## config.mk

```make
export PLATFORM = sky130hd
export DESIGN_NAME = usb_port_power_control
export DESIGN_NICKNAME = d
export VERILOG_FILES = /design/src/include/usb_pwr_pkg.sv /design/src/hdl/sync2.sv /design/src/hdl/usb_port_power_control.sv
export VERILOG_INCLUDE_DIRS = /design/src /design/src/include
export SDC_FILE = /design/constraint.sdc
export NUM_CORES = 1
export LEC_CHECK = 0
export BUFFER_PORTS_ARGS = -buffer_cell sky130_fd_sc_hd__buf_2
export CORE_MARGIN = 5
export CORE_UTILIZATION = 55
export CTS_CLUSTER_DIAMETER = 50
export DETAILED_ROUTE_END_ITERATION = 12
export GPL_ROUTABILITY_DRIVEN = 0
export PLACE_DENSITY = 0.8
export SYNTH_ARGS = -nofsm -noshare
export SYNTH_HDL_FRONTEND = slang
export SYNTH_SLANG_ARGS = --single-unit
export TNS_END_PERCENT = 20
```

## constraint.sdc

```tcl
create_clock -name sys_clk -period 4.6 [get_ports sys_clk]
set_input_delay 0.92 -clock sys_clk [delete_from_list [all_inputs] [get_ports sys_clk]]
set_output_delay 0.92 -clock sys_clk [all_outputs]
set_load 0.05 [all_outputs]
```

## src/include/usb_pwr_params.svh

```systemverilog
// Constants for the USB port power control block.
`ifndef USB_PWR_PARAMS_SVH
`define USB_PWR_PARAMS_SVH

`define CLK_MHZ 25
`define NUM_PORTS 2
`define TMR_W 26
`define PROBE_W 10
`define UV_W 11

// Times in their own units as printed.
`define T_OC_FILTER_US 5000
`define T_HICCUP_ON_US 5000
`define T_HICCUP_OFF_MS 2000
`define T_UV_FILTER_US 50
`define T_SCP_OFF_US 100
`define T_PROBE_US 20
`define T_SOFTSTART_US 2000

// Cycle counts derived from the clock rate.
`define CYC_OC_FILTER (`T_OC_FILTER_US * `CLK_MHZ)
`define CYC_HICCUP_ON (`T_HICCUP_ON_US * `CLK_MHZ)
`define CYC_HICCUP_OFF (`T_HICCUP_OFF_MS * 1000 * `CLK_MHZ)
`define CYC_UV_FILTER (`T_UV_FILTER_US * `CLK_MHZ)
`define CYC_SCP_OFF (`T_SCP_OFF_US * `CLK_MHZ)
`define CYC_PROBE (`T_PROBE_US * `CLK_MHZ)
`define CYC_SOFTSTART (`T_SOFTSTART_US * `CLK_MHZ)

`endif

```

## src/include/usb_pwr_pkg.sv

```systemverilog
// Types shared by the USB port power control block.
package usb_pwr_pkg;
	typedef enum logic [1:0] {
		CS_PROBE = 2'h0,
		CS_UNATT = 2'h1,
		CS_ATT = 2'h2,
		CS_TYPEA = 2'h3
	} conn_state_t;

	typedef enum logic [2:0] {
		PW_IDLE = 3'h0,
		PW_SOFT = 3'h1,
		PW_ON = 3'h2,
		PW_HIC_OFF = 3'h3,
		PW_HIC_ON = 3'h4,
		PW_SCP_OFF = 3'h5,
		PW_SCP_SOFT = 3'h6
	} pwr_state_t;
endpackage

```

## src/hdl/sync2.sv

```systemverilog
// Two-flop synchroniser bank for asynchronous inputs.
`timescale 1ns/10ps
`default_nettype none
module sync2 #(
	parameter int unsigned W = 1
) (
	input wire logic sys_clk,
	input wire logic rst_b,
	input wire logic [W-1:0] din,
	output logic [W-1:0] dout
);
	logic [W-1:0] meta;

	always_ff @(posedge sys_clk or negedge rst_b) begin
		if (!rst_b) begin
			meta <= '0;
			dout <= '0;
		end else begin
			meta <= din;
			dout <= meta;
		end
	end
endmodule // sync2
`default_nettype wire

```

## src/hdl/usb_port_power_control.sv

```systemverilog
// Attach, probe, fault timing and discharge control for two USB ports.
`timescale 1ns/10ps
`default_nettype none
`include "usb_pwr_params.svh"
module usb_port_power_control #(
	parameter int unsigned OC_FILTER_CYCLES = `CYC_OC_FILTER,
	parameter int unsigned HICCUP_ON_CYCLES = `CYC_HICCUP_ON,
	parameter int unsigned HICCUP_OFF_CYCLES = `CYC_HICCUP_OFF,
	parameter int unsigned SOFTSTART_CYCLES = `CYC_SOFTSTART
) (
	input wire logic sys_clk,
	input wire logic rst_b,
	input wire logic enable_pin,
	input wire logic vin_above_uvlo,
	input wire logic die_above_165c,
	input wire logic die_below_145c,
	input wire logic [1:0] port_current_limit,
	input wire logic [1:0] port_vout_low,
	input wire logic [1:0] port_secondary_limit,
	input wire logic [1:0] port_vout_dead,
	input wire logic [1:0] cc_primary_rd,
	input wire logic [1:0] cc_primary_ra,
	input wire logic [1:0] cc_secondary_rd,
	input wire logic [1:0] cc_secondary_ra,
	input wire logic [1:0] probe_in_window,
	input wire logic isense_port2_larger,
	output logic port1_vbus_out,
	output logic port2_vbus_out,
	output logic [1:0] vconn_primary_en,
	output logic [1:0] vconn_secondary_en,
	output logic [1:0] discharge_en,
	output logic [1:0] probe_source_en,
	output logic [1:0] type_a_limit,
	output logic [1:0] cc_pullup_3a_en,
	output logic regulator_en,
	output logic ldc_use_port2
);
	import usb_pwr_pkg::*;

	localparam int unsigned NP = `NUM_PORTS;
	localparam int unsigned SW = 5 + 9 * NP;

	logic [SW-1:0] raw_in;
	logic [SW-1:0] sync_in;
	logic en_s;
	logic uvlo_ok_s;
	logic hot_s;
	logic cool_s;
	logic isense2_s;
	logic [1:0] cl_s;
	logic [1:0] vlow_s;
	logic [1:0] sec_s;
	logic [1:0] vdead_s;
	logic [1:0] prd_s;
	logic [1:0] pra_s;
	logic [1:0] srd_s;
	logic [1:0] sra_s;
	logic [1:0] pwin_s;
	logic part_on;
	logic over_temp;
	logic next_over_temp;
	conn_state_t conn [NP];
	conn_state_t next_conn [NP];
	pwr_state_t pwr [NP];
	pwr_state_t next_pwr [NP];
	logic [`TMR_W-1:0] tmr [NP];
	logic [`TMR_W-1:0] next_tmr [NP];
	logic [`UV_W-1:0] uvc [NP];
	logic [`UV_W-1:0] next_uvc [NP];
	logic [`PROBE_W-1:0] pcnt [NP];
	logic [`PROBE_W-1:0] next_pcnt [NP];
	logic [1:0] next_vbus;
	logic [1:0] next_vconn_pri;
	logic [1:0] next_vconn_sec;
	logic [1:0] next_discharge;
	logic [1:0] next_probe_src;
	logic [1:0] next_type_a;
	logic [1:0] next_pullup;
	logic next_regulator;
	logic next_ldc;
	logic [1:0] vbus_want;
	logic [1:0] vbus_q;

	// True on the last cycle of a timed interval of lim cycles.
	function automatic logic expired(input logic [`TMR_W-1:0] c,
		input int unsigned lim);
		expired = (c >= `TMR_W'(lim - 1));
	endfunction

	// Valid sink: Rd on exactly one line; Rd/Rd is a debug accessory.
	function automatic logic sink_seen(input logic rd_a, input logic rd_b);
		sink_seen = rd_a ^ rd_b;
	endfunction

	assign raw_in = {enable_pin, vin_above_uvlo, die_above_165c,
		die_below_145c, isense_port2_larger, port_current_limit,
		port_vout_low, port_secondary_limit, port_vout_dead, cc_primary_rd,
		cc_primary_ra, cc_secondary_rd, cc_secondary_ra, probe_in_window};

	sync2 #(
		.W(SW)
	) u_sync (
		.sys_clk(sys_clk),
		.rst_b(rst_b),
		.din(raw_in),
		.dout(sync_in)
	);

	assign {en_s, uvlo_ok_s, hot_s, cool_s, isense2_s, cl_s, vlow_s, sec_s,
		vdead_s, prd_s, pra_s, srd_s, sra_s, pwin_s} = sync_in;

	assign part_on = en_s & uvlo_ok_s;

	always_comb begin
		next_over_temp = over_temp;
		if (hot_s) begin
			next_over_temp = 1'b1;
		end else if (cool_s) begin
			next_over_temp = 1'b0;
		end
	end

	always_comb begin
		for (int p = 0; p < NP; p++) begin
			next_conn[p] = conn[p];
			next_pcnt[p] = pcnt[p];
			if (!part_on) begin
				next_conn[p] = CS_PROBE;
				next_pcnt[p] = '0;
			end else begin
				case (conn[p])
					CS_PROBE: begin
						next_pcnt[p] = pcnt[p] + `PROBE_W'(1);
						if (pcnt[p] == `PROBE_W'(`CYC_PROBE)) begin
							next_conn[p] = pwin_s[p] ? CS_TYPEA : CS_UNATT;
						end
					end
					CS_UNATT: begin
						if (sink_seen(prd_s[p], srd_s[p])) begin
							next_conn[p] = CS_ATT;
						end
					end
					CS_ATT: begin
						if (!sink_seen(prd_s[p], srd_s[p])) begin
							next_conn[p] = CS_UNATT;
						end
					end
					CS_TYPEA: begin
						next_conn[p] = CS_TYPEA;
					end
					default: begin
						next_conn[p] = CS_PROBE;
					end
				endcase
			end
		end
	end

	always_comb begin
		for (int p = 0; p < NP; p++) begin
			vbus_want[p] = part_on & ~over_temp &
				((next_conn[p] == CS_ATT) | (next_conn[p] == CS_TYPEA));
		end
	end

	always_comb begin
		for (int p = 0; p < NP; p++) begin
			next_pwr[p] = pwr[p];
			next_tmr[p] = tmr[p] + `TMR_W'(1);
			next_uvc[p] = '0;
			if (!vbus_want[p]) begin
				next_pwr[p] = PW_IDLE;
				next_tmr[p] = '0;
			end else begin
				case (pwr[p])
					PW_IDLE: begin
						next_pwr[p] = PW_SOFT;
						next_tmr[p] = '0;
					end
					PW_SOFT: begin
						if (sec_s[p]) begin
							next_pwr[p] = PW_SCP_OFF;
							next_tmr[p] = '0;
						end else if (expired(tmr[p], SOFTSTART_CYCLES)) begin
							next_pwr[p] = PW_ON;
							next_tmr[p] = '0;
						end
					end
					PW_ON: begin
						next_tmr[p] = cl_s[p] ? tmr[p] + `TMR_W'(1) : '0;
						next_uvc[p] = vlow_s[p] ? uvc[p] + `UV_W'(1) : '0;
						if (sec_s[p]) begin
							next_pwr[p] = PW_SCP_OFF;
							next_tmr[p] = '0;
						end else if (vlow_s[p] &&
							uvc[p] == `UV_W'(`CYC_UV_FILTER - 1)) begin
							next_pwr[p] = PW_HIC_OFF;
							next_tmr[p] = '0;
						end else if (cl_s[p] &&
							expired(tmr[p], OC_FILTER_CYCLES)) begin
							next_pwr[p] = PW_HIC_OFF;
							next_tmr[p] = '0;
						end
					end
					PW_HIC_OFF: begin
						if (expired(tmr[p], HICCUP_OFF_CYCLES)) begin
							next_pwr[p] = PW_HIC_ON;
							next_tmr[p] = '0;
						end
					end
					PW_HIC_ON: begin
						if (sec_s[p]) begin
							next_pwr[p] = PW_SCP_OFF;
							next_tmr[p] = '0;
						end else if (expired(tmr[p], HICCUP_ON_CYCLES)) begin
							next_pwr[p] = (cl_s[p] | vlow_s[p]) ?
								PW_HIC_OFF : PW_ON;
							next_tmr[p] = '0;
						end
					end
					PW_SCP_OFF: begin
						if (expired(tmr[p], `CYC_SCP_OFF)) begin
							next_pwr[p] = PW_SCP_SOFT;
							next_tmr[p] = '0;
						end
					end
					PW_SCP_SOFT: begin
						if (expired(tmr[p], SOFTSTART_CYCLES)) begin
							next_pwr[p] = PW_ON;
							next_tmr[p] = '0;
						end
					end
					default: begin
						next_pwr[p] = PW_IDLE;
						next_tmr[p] = '0;
					end
				endcase
			end
		end
	end

	// Registered outputs, computed from the next state, except ldc_use_port2, which follows isense2_s, and discharge_en, which compares vbus_q with vbus_want.
	always_comb begin
		for (int p = 0; p < NP; p++) begin
			next_vbus[p] = (next_pwr[p] == PW_SOFT) ||
				(next_pwr[p] == PW_ON) || (next_pwr[p] == PW_HIC_ON) ||
				(next_pwr[p] == PW_SCP_SOFT);
			next_vconn_pri[p] = vbus_want[p] &&
				(next_conn[p] == CS_ATT) && pra_s[p] && srd_s[p];
			next_vconn_sec[p] = vbus_want[p] &&
				(next_conn[p] == CS_ATT) && sra_s[p] && prd_s[p];
			if ((vbus_q[p] && !vbus_want[p]) || (!part_on && !vdead_s[p])) begin
				next_discharge[p] = 1'b1;
			end else if (vdead_s[p]) begin
				next_discharge[p] = 1'b0;
			end else begin
				next_discharge[p] = discharge_en[p];
			end
			next_probe_src[p] = (next_conn[p] == CS_PROBE) && part_on;
			next_type_a[p] = (next_conn[p] == CS_TYPEA);
			next_pullup[p] = part_on && (next_conn[p] != CS_PROBE) &&
				(next_conn[p] != CS_TYPEA);
		end
		next_regulator = part_on & ~next_over_temp;
		next_ldc = isense2_s;
	end

	assign vbus_q = {port2_vbus_out, port1_vbus_out};

	always_ff @(posedge sys_clk or negedge rst_b) begin
		if (!rst_b) begin
			over_temp <= 1'b0;
			for (int p = 0; p < NP; p++) begin
				conn[p] <= CS_PROBE;
				pwr[p] <= PW_IDLE;
				tmr[p] <= '0;
				uvc[p] <= '0;
				pcnt[p] <= '0;
			end
			port1_vbus_out <= 1'b0;
			port2_vbus_out <= 1'b0;
			vconn_primary_en <= 2'h0;
			vconn_secondary_en <= 2'h0;
			discharge_en <= 2'h0;
			probe_source_en <= 2'h0;
			type_a_limit <= 2'h0;
			cc_pullup_3a_en <= 2'h0;
			regulator_en <= 1'b0;
			ldc_use_port2 <= 1'b0;
		end else begin
			over_temp <= next_over_temp;
			for (int p = 0; p < NP; p++) begin
				conn[p] <= next_conn[p];
				pwr[p] <= next_pwr[p];
				tmr[p] <= next_tmr[p];
				uvc[p] <= next_uvc[p];
				pcnt[p] <= next_pcnt[p];
			end
			port1_vbus_out <= next_vbus[0];
			port2_vbus_out <= next_vbus[1];
			vconn_primary_en <= next_vconn_pri;
			vconn_secondary_en <= next_vconn_sec;
			discharge_en <= next_discharge;
			probe_source_en <= next_probe_src;
			type_a_limit <= next_type_a;
			cc_pullup_3a_en <= next_pullup;
			regulator_en <= next_regulator;
			ldc_use_port2 <= next_ldc;
		end
	end
endmodule // usb_port_power_control
`default_nettype wire

```

==> metrics.md <==
| Metric | Value |
|---|---|
| Final period util | around two thirds |
| Core Rows | 43 |
| Relative slew margins | about a quarter |
| FFs w/ async S/R, synth | between 90% and 100% |
| CP delay by family, top | compound AO/OA/AOI/OAI gates |
| Fmax | 0.3334 GHz |
| CP Max Fanout | 14 |
| CP max stage delay | 670 ps |
| Power per cell area | 350.3 mW/mm^2 |
| Die H | roughly 130 um |
| Hpwl dp | approximately 9700 um |
| Final Net Count | between 800 and 900 |
| Fraction of layout cells with a size suffix above 1 | a little under an eighth |
| Die X | around 130 um |
| Pin count of the biggest net entering global routing | 112 |
| Post-CTS sizing | 0 |
| P&R area growth vs syn | 11.78% |
| Synth Area per Inst | slightly above 10 sq um |
| Fin worst setup slack | ~1600 ps |
| Fin crit period | ~3000 ps |
| Initial Util | between 50% and 60% |
| Leakage | around 3.6 nW |
| Flop and latch count out of synthesis | around 170 |
| Aggregate global-route resource usage | 18.85% |
| Drt drc | 0 |
| Max Cap Viol | 0 |
| Root Buffer | clkbuf_16 |
| Mapped cell area | 0.007655 sq mm |
| Antenna Diode Count | 0 |
| Total core area | around 0.014 sq mm |
| H-tree levels | 4 |
| Setup TNS | 0 ps |
| First-pass GRT wire length | 24,960 um |
| Setup Skew | about 9.8 ps |
| Post-Place Worst Slack | roughly 1700 ps |
| Clock buffer count from CTS | 17 |
| Slew Viols, Final | 0 |
| WL final | 14,630 um |
| RSZ-0062 raised after global routing | false |
| Syn_nets | 787 |
| Total clock sinks | roughly 170 |
| Status | finished clean |
| CP required | approximately 4900 ps |
| Port Buffers | 40 |
| Vias in the first global route | between 5,000 and 6,000 |
| Hold_buf cts | 0 |
| Via count | roughly 5,500 |
| Clock Path Buffers | 2 |
| Final hold vios | 0 |
| Worst Setup Start Kind | register |
| DR vias/cell | between 5 and 6 |
| Drt wl/cell | 14.99 um |
| CP Capture Type | register |
| Total grt overflow | 0 |
| Buf/Inv on CP | 0 |
| Post-CTS setup buffer count | 0 |
| Ys flop type | dfrtp_1 |
| Die area | roughly 0.016 sq mm |
| Critical path, cell by cell | ha_1 > a311oi_1 > o211ai_1 > a211oi_2 > a221o_2 > nor3_2 > or3_4 > nor2_1 |
| Initial drt markers | between 500 and 600 |
| Ports | 41 |
| CTS tree | done |
| Critical Path AT | between 3000 and 4000 ps |
| Clock transition at path regs | 70 ps |
| WS Path Type | reg2reg |
| DRT Pass-1 Iters | 7 |
| Initial antenna violation count | 0 |
| Hold slack | about 350 ps |
| Peak VDD IR | between 200 and 300 uV |
| Clk_lat worst skew | about 430 ps |
| Sequential-to-total area share from yosys stat | roughly 55% |
| Netlist cell types | 64 |
| Number of fill cells in the layout | 1,109 |
| Post-synth EDFFs | 0 |
| CP max-delay cell | nor3_2 |
| Hold Path Class | reg2reg |
| Yosys warnings | 0 |
| Tightest Pin Transition | between 1000 and 1500 ps |
| Detail Route Antenna Nets | 0 |
| Mapped Cells | 752 |
| Setup Viol. Count Final | 0 |
==> logic make-up (layout without fill, tap and decap cells) <==
logic type	after synthesis	count (layout)	share of synthesized area [%]
compound gates	78	78	7.552
xor+xnor	84	84	9.611
fa+ha+maj	12	12	1.896
mux	1	1	0.1308
simple gates	352	352	22.85
buf+inv	58	102	3.367
flops	167	167	54.59
==> layout make-up <==
class	count	area, sq um	area share (%)
clock inverter	14	161.4	1.886
multi-input combinational	527	3218	37.61
timing repair buffer	44	236.5	2.764
sequential	167	4179	48.84
tap	180	225.2	2.632
clock buffer	18	439.2	5.132
inverter	26	97.59	1.141
==> stage by stage <==
| step | power [mW] | cell area (sq um) | instances | util [%] |
|---|---|---|---|---|
| 3_5_place_dp | 1.608 | 7956 | 944 | 57.77 |
| 2_1_floorplan | 1.556 | 7655 | 752 | - |
| 5_1_grt | 3.088 | 8557 | 976 | 62.13 |
| 4_1_cts | 3.025 | 8557 | 976 | 62.13 |
| 6_report | 2.997 | 8557 | 976 | 62.13 |
| 3_3_place_gp | 1.605 | 7956 | 944 | 57.77 |
==> Yosys cell counts, types with 13 or more instances <==
library cell,instances,area [sq um]
xor2_1,49,429.2
nor3_1,25,125.1
dfrtp_1,167,4179
nand3_1,45,225.2
and3_1,17,106.4
nor2_1,126,473.0
nand4_1,13,81.33
nand2_1,56,210.2
a21oi_1,20,100.1
nor4_1,16,100.1
clkbuf_1,21,78.83
xnor2_1,35,306.5
inv_1,26,97.59
==> per-layer routing <==
metal	vias to the layer above	track usage [%]	part of all wire (%)
met1	2672	25.24	44
li1	2639	-	-
met4	0	6.866	2.2
met2	171	30.62	48
met3	37	3.875	5.1
met5	-	0	0
==> worst register-to-register path: cells and delay by family (launching register included) <==
kind            cells  cell delay (ps)
compound gates      4             1150
fa+ha+maj           1              260
flops               1              390
simple gates        3             1090
==> sequential cells by signal (all words and copies together), names as in the netlist <==
signal / cells
pwr: 6
pcnt: 20
probe_source_en: 2
conn: 4
cc_pullup_3a_en: 2
uvc: 22
port2_vbus_out: 1
regulator_en: 1
port1_vbus_out: 1
u_sync.meta: 23
discharge_en: 2
tmr: 52
ldc_use_port2: 1
vconn_secondary_en: 2
u_sync.dout: 23
vconn_primary_en: 2
over_temp: 1
type_a_limit: 2
==> cells in the final DEF, fill, tap and decap left out, types with 5 or more instances in the layout <==
master     count
dfrtp_1      167
o21ai_0        8
and3_1        17
inv_1         26
nand2_1       56
and4_1         8
buf_2         39
nand3_1       45
nor2b_1        7
nor3_1        25
or3_1          9
a31oi_1        5
a211oi_1       5
nor2_1       126
clkbuf_16     17
a21oi_1       20
inv_8          5
ha_1          10
nand4_1       13
xor2_1        49
nor4_1        16
xnor2_1       35
nand2b_1       5
==> final timing paths <==
path / slack, ps / startpoint / endpoint / cells past startpoint
setup reg to reg: 1600 / tmr[26] / tmr[34] / 8
setup / recovery: 1600 / tmr[26] / tmr[34] / 8
max in group asynchronous: 2960 / rst_b / tmr[40] / 2
min in group asynchronous: 590 / rst_b / uvc[4] / 1
hold / removal: 350 / u_sync.meta[19] / u_sync.dout[19] / 0
hold reg to reg: 350 / u_sync.meta[19] / u_sync.dout[19] / 0
==> power breakdown <==
group | internal, mW | switching (mW)
logic | 0.0180 | 0.0546
clock network | 0.788 | 0.630
registers | 1.49 | 0.0125
total | 2.30 | 0.697
No activity file was read; power rests on OpenSTA's default activity.
